`src/verilog/apc_cfg.svh`:
```
// constants for the axis position, compare and latch block
`ifndef APC_CFG_SVH
`define APC_CFG_SVH

// clock and timing
`define APC_CLK_PERIOD_NS   100
`define APC_CMP_PULSE_NS    33000
`define APC_CMP_PULSE_CYC   (`APC_CMP_PULSE_NS / `APC_CLK_PERIOD_NS)

// widths and depths
`define APC_POS_W           28
`define APC_PER_W           16
`define APC_BL_W            16
`define APC_FIFO_DEPTH      16
`define APC_ADDR_W          8
`define APC_MIN_PERIOD      16'h0002

// register byte offsets
`define APC_REG_CTRL        8'h00
`define APC_REG_CMD         8'h04
`define APC_REG_MOVE        8'h08
`define APC_REG_PERIOD      8'h0c
`define APC_REG_BACKLASH    8'h10
`define APC_REG_POSITION    8'h14
`define APC_REG_LATCH       8'h18
`define APC_REG_CMP         8'h1c
`define APC_REG_STATUS      8'h20
`define APC_REG_INT_STATUS  8'h24
`define APC_REG_INT_MASK    8'h28

// control bits
`define APC_CTRL_DUAL       0
`define APC_CTRL_INTERP     1
`define APC_CTRL_STOP_ABN   2
`define APC_CTRL_SYNC       3
`define APC_CTRL_IDX_CLR    4
`define APC_CTRL_W          5

// command bits
`define APC_CMD_START       0
`define APC_CMD_STOP        1

// move register: direction bit above the step count
`define APC_MOVE_DIR        31

// status bits
`define APC_ST_BUSY         0
`define APC_ST_ARMED        1
`define APC_ST_FULL         2
`define APC_ST_EMPTY        3
`define APC_ST_DIR          4
`define APC_ST_LEVEL_LSB    8

// interrupt bits
`define APC_INT_CMP         0
`define APC_INT_LATCH       1
`define APC_INT_DONE        2
`define APC_INT_EMPTY       3
`define APC_INT_ABN         4
`define APC_INT_W           5

// reset values
`define APC_CTRL_RST        5'h00
`define APC_PERIOD_RST      16'h0064
`define APC_BACKLASH_RST    16'h0000
`define APC_MASK_RST        5'h00

`endif

```
`src/verilog/apc_pkg.sv`:
```
// types shared by the axis position, compare and latch block
package apc_pkg;

	typedef enum logic [1:0] {
		APC_IDLE,
		APC_CORRECT,
		APC_MOVE
	} apc_step_state_e;

endpackage

```
`src/verilog/apc_step_gen.sv`:
```
// step pulse generator with backlash correction ahead of a reversed move
`timescale 1ns/1ps
`include "apc_cfg.svh"

module apc_step_gen #(
	parameter int POS_W = `APC_POS_W,
	parameter int PER_W = `APC_PER_W,
	parameter int BL_W  = `APC_BL_W
) (
	// clock and reset
	input  wire logic             mclk,
	input  wire logic             rst_b,
	// commands
	input  wire logic             start,
	input  wire logic             stop,
	input  wire logic             dir,
	input  wire logic [POS_W-1:0] steps,
	input  wire logic [PER_W-1:0] period,
	input  wire logic [BL_W-1:0]  backlash,
	input  wire logic             backlash_en,
	input  wire logic             dual_pulse_format,
	// drive lines and state
	output logic                  pulse_a,
	output logic                  pulse_b,
	output logic                  busy,
	output logic                  done,
	output logic                  cur_dir
);

	apc_pkg::apc_step_state_e st, next_st;
	logic [POS_W-1:0] remain, next_remain, hold, next_hold;
	logic [PER_W-1:0] timer, next_timer, per_eff, half;
	logic             last_dir, next_last_dir, next_cur_dir, next_done, active;
	logic             next_pulse_a, next_pulse_b, next_busy, step_end;

	always_comb begin
		// one cycle high and one low is the fastest a single clock can toggle
		per_eff = (period < `APC_MIN_PERIOD) ? `APC_MIN_PERIOD : period;
		half = per_eff >> 1;
		step_end = (timer == per_eff - 1'b1);
		next_st = st;
		next_remain = remain;
		next_hold = hold;
		next_timer = timer;
		next_last_dir = last_dir;
		next_cur_dir = cur_dir;
		next_done = 1'b0;
		case (st)
			apc_pkg::APC_IDLE: begin
				next_timer = '0;
				if (start && steps != '0) begin
					next_cur_dir = dir;
					next_last_dir = dir;
					next_hold = steps;
					// reversal with correction enabled goes through the slack first
					if (backlash_en && dir != last_dir && backlash != '0) begin
						next_st = apc_pkg::APC_CORRECT;
						next_remain = POS_W'(backlash);
					end else begin
						next_st = apc_pkg::APC_MOVE;
						next_remain = steps;
					end
				end else if (start) begin
					next_done = 1'b1;
				end
			end
			apc_pkg::APC_CORRECT, apc_pkg::APC_MOVE: begin
				next_timer = step_end ? '0 : timer + 1'b1;
				if (step_end) begin
					next_remain = remain - 1'b1;
					if (remain == POS_W'(1)) begin
						if (st == apc_pkg::APC_CORRECT) begin
							next_st = apc_pkg::APC_MOVE;
							next_remain = hold;
						end else begin
							next_st = apc_pkg::APC_IDLE;
							next_done = 1'b1;
						end
					end
				end
			end
			default: begin
				next_st = apc_pkg::APC_IDLE;
			end
		endcase
		if (stop && st != apc_pkg::APC_IDLE) begin
			next_st = apc_pkg::APC_IDLE;
			next_timer = '0;
			next_done = 1'b1;
		end
		active = (next_st != apc_pkg::APC_IDLE) && (next_timer < half);
		next_busy = (next_st != apc_pkg::APC_IDLE);
		if (dual_pulse_format) begin
			next_pulse_a = active && !next_cur_dir;
			next_pulse_b = active && next_cur_dir;
		end else begin
			next_pulse_a = active;
			next_pulse_b = next_cur_dir;
		end
	end

	always_ff @(posedge mclk or negedge rst_b) begin
		if (!rst_b) begin
			st <= apc_pkg::APC_IDLE;
			remain <= '0;
			hold <= '0;
			timer <= '0;
			last_dir <= 1'b0;
			cur_dir <= 1'b0;
			done <= 1'b0;
			busy <= 1'b0;
			pulse_a <= 1'b0;
			pulse_b <= 1'b0;
		end else begin
			st <= next_st;
			remain <= next_remain;
			hold <= next_hold;
			timer <= next_timer;
			last_dir <= next_last_dir;
			cur_dir <= next_cur_dir;
			done <= next_done;
			busy <= next_busy;
			pulse_a <= next_pulse_a;
			pulse_b <= next_pulse_b;
		end
	end

endmodule

```
`src/verilog/apc_axis.sv`:
```
// one motion axis: encoder counter, compare fifo and trigger, latch, step output, apb
`timescale 1ns/1ps
`include "apc_cfg.svh"

module apc_axis #(
	parameter int POS_W  = `APC_POS_W,
	parameter int DEPTH  = `APC_FIFO_DEPTH,
	parameter int PULSE  = `APC_CMP_PULSE_CYC
) (
	// clock and reset
	input  wire logic                   mclk,
	input  wire logic                   rst_b,
	// apb slave
	input  wire logic                   psel,
	input  wire logic                   penable,
	input  wire logic                   pwrite,
	input  wire logic [`APC_ADDR_W-1:0] paddr,
	input  wire logic [31:0]            pwdata,
	output logic      [31:0]            prdata,
	output logic                        pready,
	output logic                        pslverr,
	// encoder, latch and alarm
	input  wire logic                   encoder_phase_a,
	input  wire logic                   encoder_phase_b,
	input  wire logic                   encoder_index_in,
	input  wire logic                   position_capture_in,
	input  wire logic                   axis_alarm_in,
	// sync lines
	input  wire logic                   sync_start_line,
	input  wire logic                   sync_stop_line,
	output logic                        sync_start_drive,
	output logic                        sync_stop_drive,
	// drive and trigger outputs
	output logic                        step_out_a,
	output logic                        step_out_b,
	output logic                        compare_trigger_out,
	output logic                        irq
);

	localparam int LVL_W = $clog2(DEPTH + 1);
	localparam int PTR_W = (DEPTH > 1) ? $clog2(DEPTH) : 1;
	localparam int CNT_W = $clog2(PULSE + 1);

	if (POS_W < 8 || POS_W > 30 || DEPTH < 2 || (DEPTH & (DEPTH - 1)) != 0 || PULSE < 1) begin
		$error("apc_axis: unsupported parameter values");
	end

	function automatic logic [31:0] sext(input logic [POS_W-1:0] v);
		sext = {{(32 - POS_W){v[POS_W-1]}}, v};
	endfunction

	// apb and register state
	logic [`APC_CTRL_W-1:0] ctrl, next_ctrl;
	logic [`APC_PER_W-1:0]  period, next_period;
	logic [`APC_BL_W-1:0]   backlash, next_backlash;
	logic [POS_W-1:0]       move_steps, next_move_steps;
	logic                   move_dir, next_move_dir;
	logic [`APC_INT_W-1:0]  int_status, next_int_status, int_mask, next_int_mask, ev;
	logic [31:0]            next_prdata, rd;
	logic                   next_pready, next_pslverr, next_irq, hit, wr, wr_err;
	// counter, compare and latch state
	logic [POS_W-1:0]       pos, next_pos, latch_val, next_latch_val, cmp_val, next_cmp_val;
	logic [1:0]             quad_prev, next_quad_prev;
	logic                   cap_prev, next_cap_prev, idx_prev, next_idx_prev;
	logic                   armed, next_armed, match;
	logic [CNT_W-1:0]       pulse_cnt, next_pulse_cnt;
	logic                   next_trigger;
	logic [POS_W-1:0]       fifo_mem [DEPTH];
	logic [PTR_W-1:0]       wr_ptr, next_wr_ptr, rd_ptr, next_rd_ptr;
	logic [LVL_W-1:0]       level, next_level;
	logic                   push, pop;
	// motion and sync state
	logic                   sync_start_prev, next_sync_start_prev, sync_stop_prev;
	logic                   next_sync_stop_prev, alarm_prev, next_alarm_prev;
	logic                   go_start, go_stop, abn_stop, next_start_drive, next_stop_drive;
	logic                   sg_busy, sg_done, sg_dir;

	// register bus: zero-wait setup, one wait state, then the answer
	always_comb begin
		hit = 1'b1;
		rd = 32'h0000_0000;
		case (paddr)
			`APC_REG_CTRL:       rd[`APC_CTRL_W-1:0] = ctrl;
			`APC_REG_CMD:        rd = 32'h0000_0000;
			`APC_REG_MOVE:       rd = {move_dir, (31 - POS_W)'(0), move_steps};
			`APC_REG_PERIOD:     rd[`APC_PER_W-1:0] = period;
			`APC_REG_BACKLASH:   rd[`APC_BL_W-1:0] = backlash;
			`APC_REG_POSITION:   rd = sext(pos);
			`APC_REG_LATCH:      rd = sext(latch_val);
			`APC_REG_CMP:        rd = sext(cmp_val);
			`APC_REG_STATUS: begin
				rd[`APC_ST_BUSY] = sg_busy;
				rd[`APC_ST_ARMED] = armed;
				rd[`APC_ST_FULL] = (level == LVL_W'(DEPTH));
				rd[`APC_ST_EMPTY] = (level == '0);
				rd[`APC_ST_DIR] = sg_dir;
				rd[`APC_ST_LEVEL_LSB +: LVL_W] = level;
			end
			`APC_REG_INT_STATUS: rd[`APC_INT_W-1:0] = int_status;
			`APC_REG_INT_MASK:   rd[`APC_INT_W-1:0] = int_mask;
			default:             hit = 1'b0;
		endcase
		next_pready = psel && penable && !pready;
		next_prdata = next_pready ? rd : 32'h0000_0000;
		// a push into a full fifo is dropped and flagged as an error
		next_pslverr = next_pready && (!hit || (pwrite && paddr == `APC_REG_CMP &&
			level == LVL_W'(DEPTH)));
		wr = psel && penable && pready && pwrite;
		wr_err = wr && pslverr;
	end

	always_comb begin
		next_ctrl = ctrl;
		next_period = period;
		next_backlash = backlash;
		next_move_steps = move_steps;
		next_move_dir = move_dir;
		next_int_mask = int_mask;
		if (wr && !wr_err) begin
			case (paddr)
				`APC_REG_CTRL:     next_ctrl = pwdata[`APC_CTRL_W-1:0];
				`APC_REG_PERIOD:   next_period = pwdata[`APC_PER_W-1:0];
				`APC_REG_BACKLASH: next_backlash = pwdata[`APC_BL_W-1:0];
				`APC_REG_INT_MASK: next_int_mask = pwdata[`APC_INT_W-1:0];
				`APC_REG_MOVE: begin
					next_move_steps = pwdata[POS_W-1:0];
					next_move_dir = pwdata[`APC_MOVE_DIR];
				end
				default: begin
				end
			endcase
		end
		// hardware set wins over a write-one clear in the same cycle
		next_int_status = int_status;
		if (wr && paddr == `APC_REG_INT_STATUS) begin
			next_int_status = int_status & ~pwdata[`APC_INT_W-1:0];
		end
		next_int_status = next_int_status | ev;
		next_irq = |(next_int_status & next_int_mask);
	end

	// quadrature decode and position counter
	always_comb begin
		next_quad_prev = {encoder_phase_a, encoder_phase_b};
		next_idx_prev = encoder_index_in;
		next_pos = pos;
		// b leading: 00 01 11 10 counts up; a leading runs the cycle backwards
		case ({quad_prev, encoder_phase_a, encoder_phase_b})
			4'b0001, 4'b0111, 4'b1110, 4'b1000: next_pos = pos + 1'b1;
			4'b0010, 4'b1011, 4'b1101, 4'b0100: next_pos = pos - 1'b1;
			default: next_pos = pos;
		endcase
		if (ctrl[`APC_CTRL_IDX_CLR] && encoder_index_in && !idx_prev) begin
			next_pos = '0;
		end
		if (wr && !wr_err && paddr == `APC_REG_POSITION) begin
			next_pos = pwdata[POS_W-1:0];
		end
	end

	// latch capture on the rising edge of the capture input
	always_comb begin
		next_cap_prev = position_capture_in;
		next_latch_val = latch_val;
		if (position_capture_in && !cap_prev) begin
			next_latch_val = pos;
		end
	end

	// compare fifo, reload and trigger pulse; reload takes one cycle, far below 33 us
	always_comb begin
		push = wr && !wr_err && paddr == `APC_REG_CMP;
		match = armed && pos == cmp_val;
		pop = !armed && level != '0;
		next_armed = armed;
		next_cmp_val = cmp_val;
		if (match) begin
			next_armed = 1'b0;
		end else if (pop) begin
			next_armed = 1'b1;
			next_cmp_val = fifo_mem[rd_ptr];
		end
		next_wr_ptr = push ? wr_ptr + 1'b1 : wr_ptr;
		next_rd_ptr = (pop && !match) ? rd_ptr + 1'b1 : rd_ptr;
		next_level = LVL_W'(level + LVL_W'(push) - LVL_W'(pop && !match));
		next_pulse_cnt = pulse_cnt;
		if (match) begin
			next_pulse_cnt = CNT_W'(PULSE);
		end else if (pulse_cnt != '0) begin
			next_pulse_cnt = pulse_cnt - 1'b1;
		end
		next_trigger = (next_pulse_cnt != '0);
	end

	// start and stop, local or through the shared sync lines
	always_comb begin
		next_sync_start_prev = sync_start_line;
		next_sync_stop_prev = sync_stop_line;
		next_alarm_prev = axis_alarm_in;
		abn_stop = axis_alarm_in && !alarm_prev;
		go_start = (wr && paddr == `APC_REG_CMD && pwdata[`APC_CMD_START]) ||
			(ctrl[`APC_CTRL_SYNC] && sync_start_line && !sync_start_prev);
		go_stop = (wr && paddr == `APC_REG_CMD && pwdata[`APC_CMD_STOP]) || abn_stop ||
			(ctrl[`APC_CTRL_SYNC] && sync_stop_line && !sync_stop_prev);
		next_start_drive = ctrl[`APC_CTRL_SYNC] && wr && paddr == `APC_REG_CMD &&
			pwdata[`APC_CMD_START];
		next_stop_drive = ctrl[`APC_CTRL_SYNC] && ((wr && paddr == `APC_REG_CMD &&
			pwdata[`APC_CMD_STOP]) || (ctrl[`APC_CTRL_STOP_ABN] && abn_stop));
		ev = '0;
		ev[`APC_INT_CMP] = match;
		ev[`APC_INT_LATCH] = position_capture_in && !cap_prev;
		ev[`APC_INT_DONE] = sg_done;
		ev[`APC_INT_EMPTY] = match && level == '0;
		ev[`APC_INT_ABN] = abn_stop;
	end

	always_ff @(posedge mclk) begin
		if (push) begin
			fifo_mem[wr_ptr] <= pwdata[POS_W-1:0];
		end
	end

	always_ff @(posedge mclk or negedge rst_b) begin
		if (!rst_b) begin
			ctrl <= `APC_CTRL_RST;
			period <= `APC_PERIOD_RST;
			backlash <= `APC_BACKLASH_RST;
			move_steps <= '0;
			move_dir <= 1'b0;
			int_status <= '0;
			int_mask <= `APC_MASK_RST;
			prdata <= 32'h0000_0000;
			pready <= 1'b0;
			pslverr <= 1'b0;
			irq <= 1'b0;
			pos <= '0;
			quad_prev <= 2'h0;
			idx_prev <= 1'b0;
			cap_prev <= 1'b0;
			latch_val <= '0;
			armed <= 1'b0;
			cmp_val <= '0;
			wr_ptr <= '0;
			rd_ptr <= '0;
			level <= '0;
			pulse_cnt <= '0;
			compare_trigger_out <= 1'b0;
			sync_start_prev <= 1'b0;
			sync_stop_prev <= 1'b0;
			alarm_prev <= 1'b0;
			sync_start_drive <= 1'b0;
			sync_stop_drive <= 1'b0;
		end else begin
			ctrl <= next_ctrl;
			period <= next_period;
			backlash <= next_backlash;
			move_steps <= next_move_steps;
			move_dir <= next_move_dir;
			int_status <= next_int_status;
			int_mask <= next_int_mask;
			prdata <= next_prdata;
			pready <= next_pready;
			pslverr <= next_pslverr;
			irq <= next_irq;
			pos <= next_pos;
			quad_prev <= next_quad_prev;
			idx_prev <= next_idx_prev;
			cap_prev <= next_cap_prev;
			latch_val <= next_latch_val;
			armed <= next_armed;
			cmp_val <= next_cmp_val;
			wr_ptr <= next_wr_ptr;
			rd_ptr <= next_rd_ptr;
			level <= next_level;
			pulse_cnt <= next_pulse_cnt;
			compare_trigger_out <= next_trigger;
			sync_start_prev <= next_sync_start_prev;
			sync_stop_prev <= next_sync_stop_prev;
			alarm_prev <= next_alarm_prev;
			sync_start_drive <= next_start_drive;
			sync_stop_drive <= next_stop_drive;
		end
	end

	apc_step_gen #(
		.POS_W (POS_W),
		.PER_W (`APC_PER_W),
		.BL_W  (`APC_BL_W)
	) u_step (
		.mclk              (mclk),
		.rst_b             (rst_b),
		.start             (go_start),
		.stop              (go_stop),
		.dir               (move_dir),
		.steps             (move_steps),
		.period            (period),
		.backlash          (backlash),
		.backlash_en       (!ctrl[`APC_CTRL_INTERP]),
		.dual_pulse_format (ctrl[`APC_CTRL_DUAL]),
		.pulse_a           (step_out_a),
		.pulse_b           (step_out_b),
		.busy              (sg_busy),
		.done              (sg_done),
		.cur_dir           (sg_dir)
	);

endmodule

```
`config.mk`:
```
export PLATFORM = sky130hd
export DESIGN_NAME = apc_axis
export DESIGN_NICKNAME = d
export VERILOG_FILES = /design/src/verilog/apc_pkg.sv /design/src/verilog/apc_step_gen.sv /design/src/verilog/apc_axis.sv
export VERILOG_INCLUDE_DIRS = /design/src /design/src/verilog
export SDC_FILE = /design/constraint.sdc
export NUM_CORES = 1
export LEC_CHECK = 0
export ABC_AREA = 1
export BUFFER_PORTS_ARGS = -buffer_cell sky130_fd_sc_hd__clkbuf_2
export CAP_MARGIN = 20
export CELL_PAD_IN_SITES_DETAIL_PLACEMENT = 0
export CELL_PAD_IN_SITES_GLOBAL_PLACEMENT = 2
export CORE_ASPECT_RATIO = 0.5
export CORE_UTILIZATION = 44
export CTS_CLUSTER_SIZE = 16
export DETAILED_ROUTE_END_ITERATION = 16
export PLACE_DENSITY_LB_ADDON = 0.1
export SYNTH_ARGS = -nofsm -noshare
export SYNTH_HDL_FRONTEND = slang
export SYNTH_SLANG_ARGS = --single-unit
```
`constraint.sdc`:
```
create_clock -name mclk -period 7.8 [get_ports mclk]
set_input_delay 1.95 -clock mclk [delete_from_list [all_inputs] [get_ports mclk]]
set_output_delay 1.95 -clock mclk [all_outputs]
set_load 0.01 [all_outputs]
```
Word level (Yosys, flattened, before mapping)
Memories as Yosys holds them, arrays and structs flattened. A register that Yosys moved wholly into a read port is not among the register bits.
Index checks and enable logic that the tools add are counted.
Widths: inputs -> output; s select.
Operators by class
  $add $sub $neg: 10
  $lt $le $gt $ge: 2
  equal/unequal tests: 27
  muxes and demuxes: 47
  bitwise gates (word level): 5
  reduce and logical (&&, ||, !) cells: 82
Operator list (count)
  $mux 28: 7
  $pmux 28 s2: 2
  $pmux 16 s4: 1
  $sub 28x1->28 const B: 2
  $pmux 5 s10: 1
  $mux 16: 3
  $logic_and 1x1->1: 39
  $pmux 3 s6: 2
  $pmux 5 s7: 1
  $eq 8x5->1 const B: 4
  $mux 32: 1
  $pmux 16 s2: 1
  $add 28x1->28 const B: 1
  $eq 28x1->1 const B: 1
  $eq 28x28->1: 1
  $reduce_bool 28->1: 1
  $eq 8x6->1 const B: 3
  $mux 9: 2
  $reduce_bool 9->1: 2
  $add 16x1->16 const B: 1
  $eq 16x16->1: 1
  $eq 4x4->1 const B: 4
  $eq 8x4->1 const B: 2
  $lt 16x15->1: 1
  other kinds (39): 89
Word-level totals
  flip-flop bits (word level): 280
  RAM bits: 448
  output and inout port bits: 40
  logic and storage cells: 211
  memories kept: 1
Memory list
  fifo_mem: depth 16, width 28, read ports 1, clocked after Yosys merged registers in 1, write ports 1, RTL line apc_axis.sv:68  | logic [POS_W-1:0] fifo_mem [DEPTH];

Logic depth before layout (Yosys ltp)
Gate-level depths: netlist (run 1).
  depth after elaboration: 14
  gate-level depth with buffers: 30
  mapped depth without buffers: 30

By module
A second synthesis (run 1) with hierarchy kept.
Unflattened totals
  cells, all modules: 3530
  area, all modules: 34981.0 sq um
By module, submodules not included
  apc_axis: times used 1, cells an instance 2739, area each 29355.7 sq um, seq. area each 19112.1 sq um
  apc_step_gen: times used 1, cells an instance 791, area each 5625.4 sq um, seq. area each 2001.9 sq um

Least setup slack after synthesis (run 1)
Ideal clock, no wire load.
  path kind: input to register
  start point: input paddr[1]
  end point: memory fifo_mem[11][0] (netlist name), enable pin
  library setup time: 413 ps
  data arrival time: 4542 ps
  required time: 7387 ps
  setup slack: 2845 ps
  cell stages on the path: 9
  buffers on the path: 0
  path through: nor2_1 -> inv_2 -> nor3_1 -> inv_1 -> nor2_1 -> inv_1 -> nor2_1 -> nand2_1 -> nor2_1
On the way
  longest elaborated chain between the ends: 4
RTL lines
  start, declared: RTL line apc_axis.sv:17  | input wire logic [`APC_ADDR_W-1:0] paddr,
  $eq 8x5->1
  $logic_and 1x1->1 (no line)
  $mux 1: RTL line apc_axis.sv:218  | if (push) begin
  $mux 1 (not written as such): RTL line apc_axis.sv:219  | fifo_mem[wr_ptr] <= pwdata[POS_W-1:0];
  end, declared: RTL line apc_axis.sv:68
No other way between the ends.

Worst setup path in the final report (run 1)
  start point: input encoder_phase_b
  end point: register pos[20]
On the way
  longest elaborated chain between the ends: 5
RTL lines
  start, declared: RTL line apc_axis.sv:24  | input wire logic encoder_phase_b,
  $eq 4x2->1 (tied with other cells): RTL line apc_axis.sv:148  | case ({quad_prev, encoder_phase_a, encoder_phase_b})
  $reduce_or 4->1: RTL line apc_axis.sv:148
  $pmux 28 s2: RTL line apc_axis.sv:148
  $mux 28: RTL line apc_axis.sv:153  | if (ctrl[`APC_CTRL_IDX_CLR] && encoder_index_in && !idx_prev) begin
  $mux 28: RTL line apc_axis.sv:156  | if (wr && !wr_err && paddr == `APC_REG_POSITION) begin
  end signal, assigned: RTL line apc_axis.sv:265  | pos <= next_pos;
  end, declared: RTL line apc_axis.sv:62  | logic [POS_W-1:0] pos, next_pos, latch_val, next_latch_val, cmp_val, next_cmp_val;
Several ways; a longest one is shown, not always the timed one.
A chain may end at the register's enable or synchronous reset.

==> results.sh, run 1 <==
export IMPL_finish_utilization=0.503
export IMPL_wire_per_inst_um=22.8
export IMPL_syn_area_mm2=0.0342
export IMPL_netlist_top_cell_by_area="edfxtp_1"
export IMPL_hold_depth=2
export IMPL_cap_violations=0
export IMPL_dieArea_mm2=0.0788
export IMPL_r2r_setup_slack_ns=2.68
export IMPL_powerDensity_mw_per_mm2=244
export IMPL_critPathBufInv=2
export IMPL_r2r_start="period[1]$_DFFE_PN0P_"
export IMPL_whs_endpoint="u_step.hold[13]$_DFFE_PN0P_"
export IMPL_finalClockSkew_ns=0.0247
export IMPL_gr_total_overflow=0
export IMPL_min_from="u_step.hold[13]$_DFFE_PN0P_"
export IMPL_crit_family="compound AO/OA/AOI/OAI gates"
export IMPL_mostFrequentLayoutCells="531 x o21ai_0, 494 x nand2_1, 454 x nor2_1"
export IMPL_cp_slowest_stage_delay_ns=0.81
export IMPL_grt_start_max_net_pins=159
export IMPL_grt_use_total=0.262
export IMPL_syn_to_final_growth_pct=11.9
export IMPL_required_ns=8.31
export IMPL_core_mm2=0.0760
export IMPL_drv_slew=0
export IMPL_worst_setup_path_start_kind="input pin"
export IMPL_cp_end_kind="flip-flop"
export IMPL_cellLeakagePower_nw=14.7
export IMPL_port_buffers=88
export IMPL_nets=3547
export IMPL_drive_above_1_share=0.0915
export IMPL_rr_worst_depth=26
export IMPL_place_inst=4382
export IMPL_finalPower_mw=9.33
export IMPL_dominantRegCellSynth="edfxtp_1"
export IMPL_synthArstFlopShare=0.406
export IMPL_grt_first_pass_wirelength_mm=153
export IMPL_cts_made_buffers=70
export IMPL_drc=0
export IMPL_synth_area_top_cells="edfxtp_1 39%, dfrtp_1 22%, o21ai_0 7.8%, nand2_1 5.4%, nor2_1 5.2%"
export IMPL_rr_endpoint="u_step.pulse_a$_DFF_PN0_"
export IMPL_nFillCells=6955
export IMPL_arrival_ns=5.89
export IMPL_ir_drop_v=0.000306
export IMPL_maxSlewHeadroom=0.229
export IMPL_grt_antenna_before_repair=6
export IMPL_final_common_cell="o21ai_0"
export IMPL_post_cts_repair_setup_buffers=0
export IMPL_clk_path_buf_depth=3
export IMPL_first_global_vias=24100
export IMPL_synth_fp_nets=3501
export IMPL_ys_seq_elements=754
export IMPL_ctsResizeCount=0
export IMPL_root_buffer="clkbuf_16"
export IMPL_globalplace_congestion=0.882
export IMPL_fp_dieH_um=199
export IMPL_antenna_left=0
export IMPL_synth_top_cell_area_share=0.394
export IMPL_cts_hold_buffers_added=0
export IMPL_num_rows=71
export IMPL_dpl_hpwl_mm=67.5
export IMPL_dr_pass1_iters=7
export IMPL_outcome="complete, no violations"
export IMPL_via_per_inst=5.63
export IMPL_drt_iter0_drc=2346
export IMPL_synth_distinct_cells=54
export IMPL_num_io_pins=92
export IMPL_final_cells=4511
export IMPL_path_cells="clkbuf_2 > xnor2_1 > nand2_1 > inv_1 > ha_1 > a21oi_1 > o21ai_0 > a21oi_1 > o21ai_0 > nand2_1 > nand2_1 > nand3_1 > nand2_1 > nand2_1 > nand2_1 > a21oi_1 > o21ai_0 > o21ai_0 > a21oi_1 > o21ai_0 > o21ai_0"
export IMPL_synthCells=3388
export IMPL_insertion_delay_ns=0.66
export IMPL_cpMaxStageDelayCell="inv_1"
export IMPL_htreeDepth=3
export IMPL_setup_viol=0
export IMPL_rsz0062_at_grt="no"
export IMPL_start_util=0.450
export IMPL_wirelength_mm=103
export IMPL_final_hold_viol_count=0
export IMPL_path_clk_slew_ns=0.06
export IMPL_finalSetupTns_ns=0
export IMPL_tightest_slew_ns=1.15
export IMPL_synth_edf_count=448
export IMPL_yosys_warnings=0
export IMPL_worstPathMaxFanout=26
export IMPL_die_width_um=396
export IMPL_whs_ns=0.481
export IMPL_hold_class="flip-flop to flip-flop"
export IMPL_synth_seq_area_share=0.618
export IMPL_avgSynthCellArea_um2=10.1
export IMPL_path_class="input pin to flip-flop"
export IMPL_cts_tree="done"
export IMPL_fin_crit_ns=5.37
export IMPL_finalCritPeriodShare=0.689
export IMPL_fmax_mhz=186
export IMPL_vias=25400
export IMPL_clkSinkCount=754
==> registers in the layout (all words and copies together), names as in the netlist, 5 cells and up <==
| register | cells |
|---|---|
| u_step.timer | 16 |
| pos | 28 |
| move_steps | 28 |
| ctrl | 5 |
| u_step.remain | 28 |
| latch_val | 28 |
| u_step.hold | 28 |
| pulse_cnt | 9 |
| int_mask | 5 |
| cmp_val | 28 |
| period | 16 |
| int_status | 5 |
| level | 5 |
| fifo_mem | 448 |
| backlash | 16 |
| prdata | 30 |
==> worst min-delay path, delay by kind of cell, from the launching register on <==
family           cells  cell delay [ns]
AND/OR/NAND/NOR      1             0.05
flip-flops           1             0.34
AO/OA/AOI/OAI        1             0.06
==> cells by family after synthesis <==
family / count (synthesis) / synth area share
flip-flops: 754 / 0.618
adder cells (fa/ha/maj): 61 / 0.0228
AO/OA/AOI/OAI: 908 / 0.150
XOR/XNOR: 78 / 0.0204
buffers and inverters: 421 / 0.0469
multiplexers: 8 / 0.00264
AND/OR/NAND/NOR: 1158 / 0.139
==> worst max-delay path by stage <==
stage,to,slack [ns],start,cells past startpoint
after global placement,pos[20]$_DFFE_PN0P_,1.72,encoder_phase_b,21
final,pos[20]$_DFFE_PN0P_,2.43,encoder_phase_b,21
after global routing,pos[22]$_DFFE_PN0P_,1.95,encoder_phase_b,21
after floorplan,fifo_mem[11][0]$_DFFE_PP_,2.85,paddr[1],9
after detailed placement,pos[20]$_DFFE_PN0P_,1.76,encoder_phase_b,21
after CTS,pos[20]$_DFFE_PN0P_,2.46,encoder_phase_b,21
==> area by class of cell <==
class | count | area [µm²] | area share
Multi-Input combinational cell | 2213 | 11600 | 0.303
Inverter | 254 | 958 | 0.0251
Tap cell | 1022 | 1280 | 0.0335
Clock inverter | 35 | 338 | 0.00884
Clock buffer | 91 | 1950 | 0.0511
Antenna cell | 1 | 2.50 | 0.0000655
Timing Repair Buffer | 141 | 981 | 0.0257
Sequential cell | 754 | 21100 | 0.553
==> where the power goes <==
group / leakage (nW) / switching (mW) / internal (mW)
Sequential: 7.88 / 0.189 / 4.43
Combinational: 5.69 / 0.769 / 0.451
Clock: 1.14 / 1.57 / 1.92
==> metal layers <==
metal / wire (µm) / vias up / track usage
li1: - / 12000 / -
met1: 48900 / 12600 / 0.388
met2: 45200 / 680 / 0.401
met3: 6650 / 114 / 0.0465
met4: 1900 / 0 / 0.0625
met5: 0 / - / 0
==> cells in the mapped netlist, types with 7 or more instances <==
master	n
clkbuf_1	151
nand2_1	495
o221ai_1	37
nor2_1	471
nand4_1	40
mux2_2	8
o22ai_1	127
dfrtp_1	303
nand3_1	69
a41oi_1	11
a22oi_1	7
o21ai_0	532
xnor2_1	16
inv_1	247
buf_2	10
nor2_2	9
ha_1	59
nor3_1	24
or2_2	15
edfxtp_1	448
a221oi_1	22
xor2_1	61
nor4_1	22
a21oi_1	98
a31oi_1	35
o211ai_1	10
==> metrics by stage <==
step                      cell area, µm²  setup slack, ns
final                              38200             2.43
after floorplan                    34200             2.85
after global placement             35800             1.72
after CTS                          38200             2.46
after global routing               38200             1.95
after detailed placement           35900             1.76
No activity file was read; power rests on OpenSTA's default activity.
==> inputs of run 2 (changes only) <==
--- a/config.mk
+++ b/config.mk
@@ -12,7 +12,7 @@
 export CELL_PAD_IN_SITES_DETAIL_PLACEMENT = 0
 export CELL_PAD_IN_SITES_GLOBAL_PLACEMENT = 2
 export CORE_ASPECT_RATIO = 0.5
-export CORE_UTILIZATION = 44
+export CORE_UTILIZATION = 41
 export CTS_CLUSTER_SIZE = 16
 export DETAILED_ROUTE_END_ITERATION = 16
 export PLACE_DENSITY_LB_ADDON = 0.1
==> constraint.sdc (replaced) <==
create_clock -name mclk -period 5.55 [get_ports mclk]
set_input_delay 1.3875 -clock mclk [delete_from_list [all_inputs] [get_ports mclk]]
set_output_delay 1.3875 -clock mclk [all_outputs]
set_load 0.01 [all_outputs]
==> results.sh, run 2 (synthesis gave the netlist of run 1 again) <==
export IMPL_outcome="complete, no violations"
export IMPL_syn_to_final_growth_pct=13.1
export IMPL_ctsResizeCount=0
export IMPL_worstPathMaxFanout=9
export IMPL_port_buffers=88
export IMPL_first_global_vias=24300
export IMPL_place_ws_ns=0.607
export IMPL_cap_violations=0
export IMPL_largest_register="fifo_mem"
export IMPL_fp_dieH_um=206
export IMPL_drc=0
export IMPL_p_comb_frac=0.129
export IMPL_finalClockSkew_ns=0.0201
export IMPL_cp_startpoint="period[5]$_DFFE_PN1P_"
export IMPL_grt_first_pass_wirelength_mm=159
export IMPL_largest_registers="fifo_mem: 448 flops, prdata: 30 flops"
export IMPL_core_mm2=0.0820
export IMPL_drv_slew=0
export IMPL_rr_worst_depth=27
export IMPL_switching_share=0.275
export IMPL_setup_viol=0
export IMPL_cp_end_kind="flip-flop"
export IMPL_wire_per_inst_um=23.3
export IMPL_powerDensity_mw_per_mm2=347
export IMPL_wirelength_mm=107
export IMPL_start_util=0.416
export IMPL_gr_total_overflow=0
export IMPL_fmax_mhz=206
export IMPL_htreeDepth=3
export IMPL_rsz0062_at_grt="no"
export IMPL_fin_crit_ns=4.85
export IMPL_vias=25400
export IMPL_num_rows=74
export IMPL_path_clk_slew_ns=0.06
export IMPL_r2r_start="period[5]$_DFFE_PN1P_"
export IMPL_globalplace_congestion=0.880
export IMPL_nets=3560
export IMPL_via_per_inst=5.51
export IMPL_finish_utilization=0.471
export IMPL_dpl_hpwl_mm=69.5
export IMPL_tightest_slew_ns=1.02
export IMPL_finalSetupTns_ns=0
export IMPL_critPathCapture="u_step.pulse_a$_DFF_PN0_"
export IMPL_clk_path_buf_depth=3
export IMPL_insertion_delay_ns=0.67
export IMPL_seqPwrFrac=0.485
export IMPL_path_class="flip-flop to flip-flop"
export IMPL_final_common_cell="o21ai_0"
export IMPL_clkSinkCount=754
export IMPL_die_width_um=410
export IMPL_p_switching_mw=3.69
export IMPL_cts_tree="done"
export IMPL_fin_ws_ns=0.701
export IMPL_worst_setup_path_start_kind="flip-flop"
export IMPL_maxSlewHeadroom=0.320
export IMPL_required_ns=6.13
export IMPL_drt_iter0_drc=2155
export IMPL_p_int_mw=9.71
export IMPL_antenna_left=0
export IMPL_cts_made_buffers=73
export IMPL_mostFrequentLayoutCells="531 x o21ai_0, 494 x nand2_1, 454 x nor2_1"
export IMPL_ir_drop_v=0.000247
export IMPL_largest_register_ffs=448
export IMPL_grt_antenna_before_repair=3
export IMPL_cellLeakagePower_nw=14.8
export IMPL_hold_class="flip-flop to flip-flop"
export IMPL_r2r_setup_slack_ns=0.70
export IMPL_num_io_pins=92
export IMPL_grt_start_max_net_pins=165
export IMPL_drive_above_1_share=0.0956
export IMPL_dieArea_mm2=0.0845
export IMPL_final_hold_viol_count=0
export IMPL_arrival_ns=5.43
export IMPL_dr_pass1_iters=5
export IMPL_grt_use_total=0.254
export IMPL_root_buffer="clkbuf_16"
export IMPL_post_cts_repair_setup_buffers=0
export IMPL_p_clk_frac=0.386
export IMPL_rr_endpoint="u_step.pulse_a$_DFF_PN0_"
export IMPL_finalCritPeriodShare=0.874
export IMPL_cts_hold_buffers_added=0
-- run 2: cell count changes in the layout (fill, tap and decap cells not counted), moves of 4 or more --
cell and change:
clkbuf_8 +4, clkinvlp_4 +5, clkbuf_1 +4, buf_16 -4, clkinv_2 -9, buf_12 +13
-- run 2: final cells by class --
class,instances,area (µm²)
diodes,3,7.51
multi-input cells,2213,11600
clock inverters,33,379
clock buffers,101,2070
flip-flops and latches,754,21100
well taps,1102,1380
inverters,254,958
repair buffers,151,1120
fillers,7784,43400
-- run 2: how the worst min path moves through the flow --
stage          slack [ns]                     endpoint  cells past startpoint                   startpoint
6_report             0.48   u_step.hold[9]$_DFFE_PN0P_                      2   u_step.hold[9]$_DFFE_PN0P_
4_1_cts              0.48  u_step.hold[18]$_DFFE_PN0P_                      2  u_step.hold[18]$_DFFE_PN0P_
3_5_place_dp         0.47   u_step.hold[5]$_DFFE_PN0P_                      2   u_step.hold[5]$_DFFE_PN0P_
3_3_place_gp         0.46   u_step.hold[4]$_DFFE_PN0P_                      2   u_step.hold[4]$_DFFE_PN0P_
2_1_floorplan        0.44      int_status[2]$_DFF_PN0_                      1        u_step.done$_DFF_PN0_
5_1_grt              0.50  u_step.hold[18]$_DFFE_PN0P_                      2  u_step.hold[18]$_DFFE_PN0P_
-- run 2: metal layers --
| layer | GRT usage | vias to the layer above | routed length, µm |
|---|---|---|---|
| met5 | 0 | - | 0 |
| met4 | 0.0449 | 0 | 1290 |
| met3 | 0.0417 | 91 | 5770 |
| met2 | 0.396 | 597 | 47600 |
| met1 | 0.377 | 12700 | 52500 |
| li1 | - | 12000 | - |
-- run 2: through the flow --
| step | instance area (µm²) | hold WS, ns | power [mW] | std cells |
|---|---|---|---|---|
| 2_1_floorplan | 34200 | 0.440 | 7.77 | 3388 |
| 3_3_place_gp | 36200 | 0.461 | 8.31 | 4474 |
| 3_5_place_dp | 36200 | 0.467 | 8.33 | 4474 |
| 4_1_cts | 38600 | 0.484 | 13.5 | 4608 |
| 5_1_grt | 38600 | 0.504 | 14.0 | 4608 |
| 6_report | 38600 | 0.479 | 13.4 | 4611 |
-- run 2: critical path, stage by stage, from the launching register on --
cell,delay (ns)
dfstp_2,0.66
nor2_2,0.07
nand2_2,0.12
nor2_2,0.06
nand2_4,0.12
nand2_1,0.09
inv_1,0.07
ha_1,0.22
nand2_1,0.15
nor4_1,0.51
nand3_1,0.17
xor2_1,0.16
nand2_1,0.07
nor2_2,0.15
nand2_1,0.08
nand2_2,0.11
nand2_2,0.12
nand2_1,0.30
a21oi_1,0.11
ha_1,0.33
a21oi_1,0.15
o21ai_0,0.12
a21oi_1,0.14
o21bai_1,0.07
a21oi_1,0.17
and3_1,0.17
nand2_1,0.12
a21oi_1,0.15
-- run 2: power by group through the flow --
stage / Sequential (mW) / Clock, mW / Combinational [mW]
after floorplan: 6.52 / 0 / 1.25
after global placement: 6.60 / 0 / 1.70
after detailed placement: 6.61 / 0 / 1.72
after CTS: 6.50 / 5.27 / 1.73
after global routing: 6.53 / 5.47 / 1.98
final: 6.50 / 5.17 / 1.73
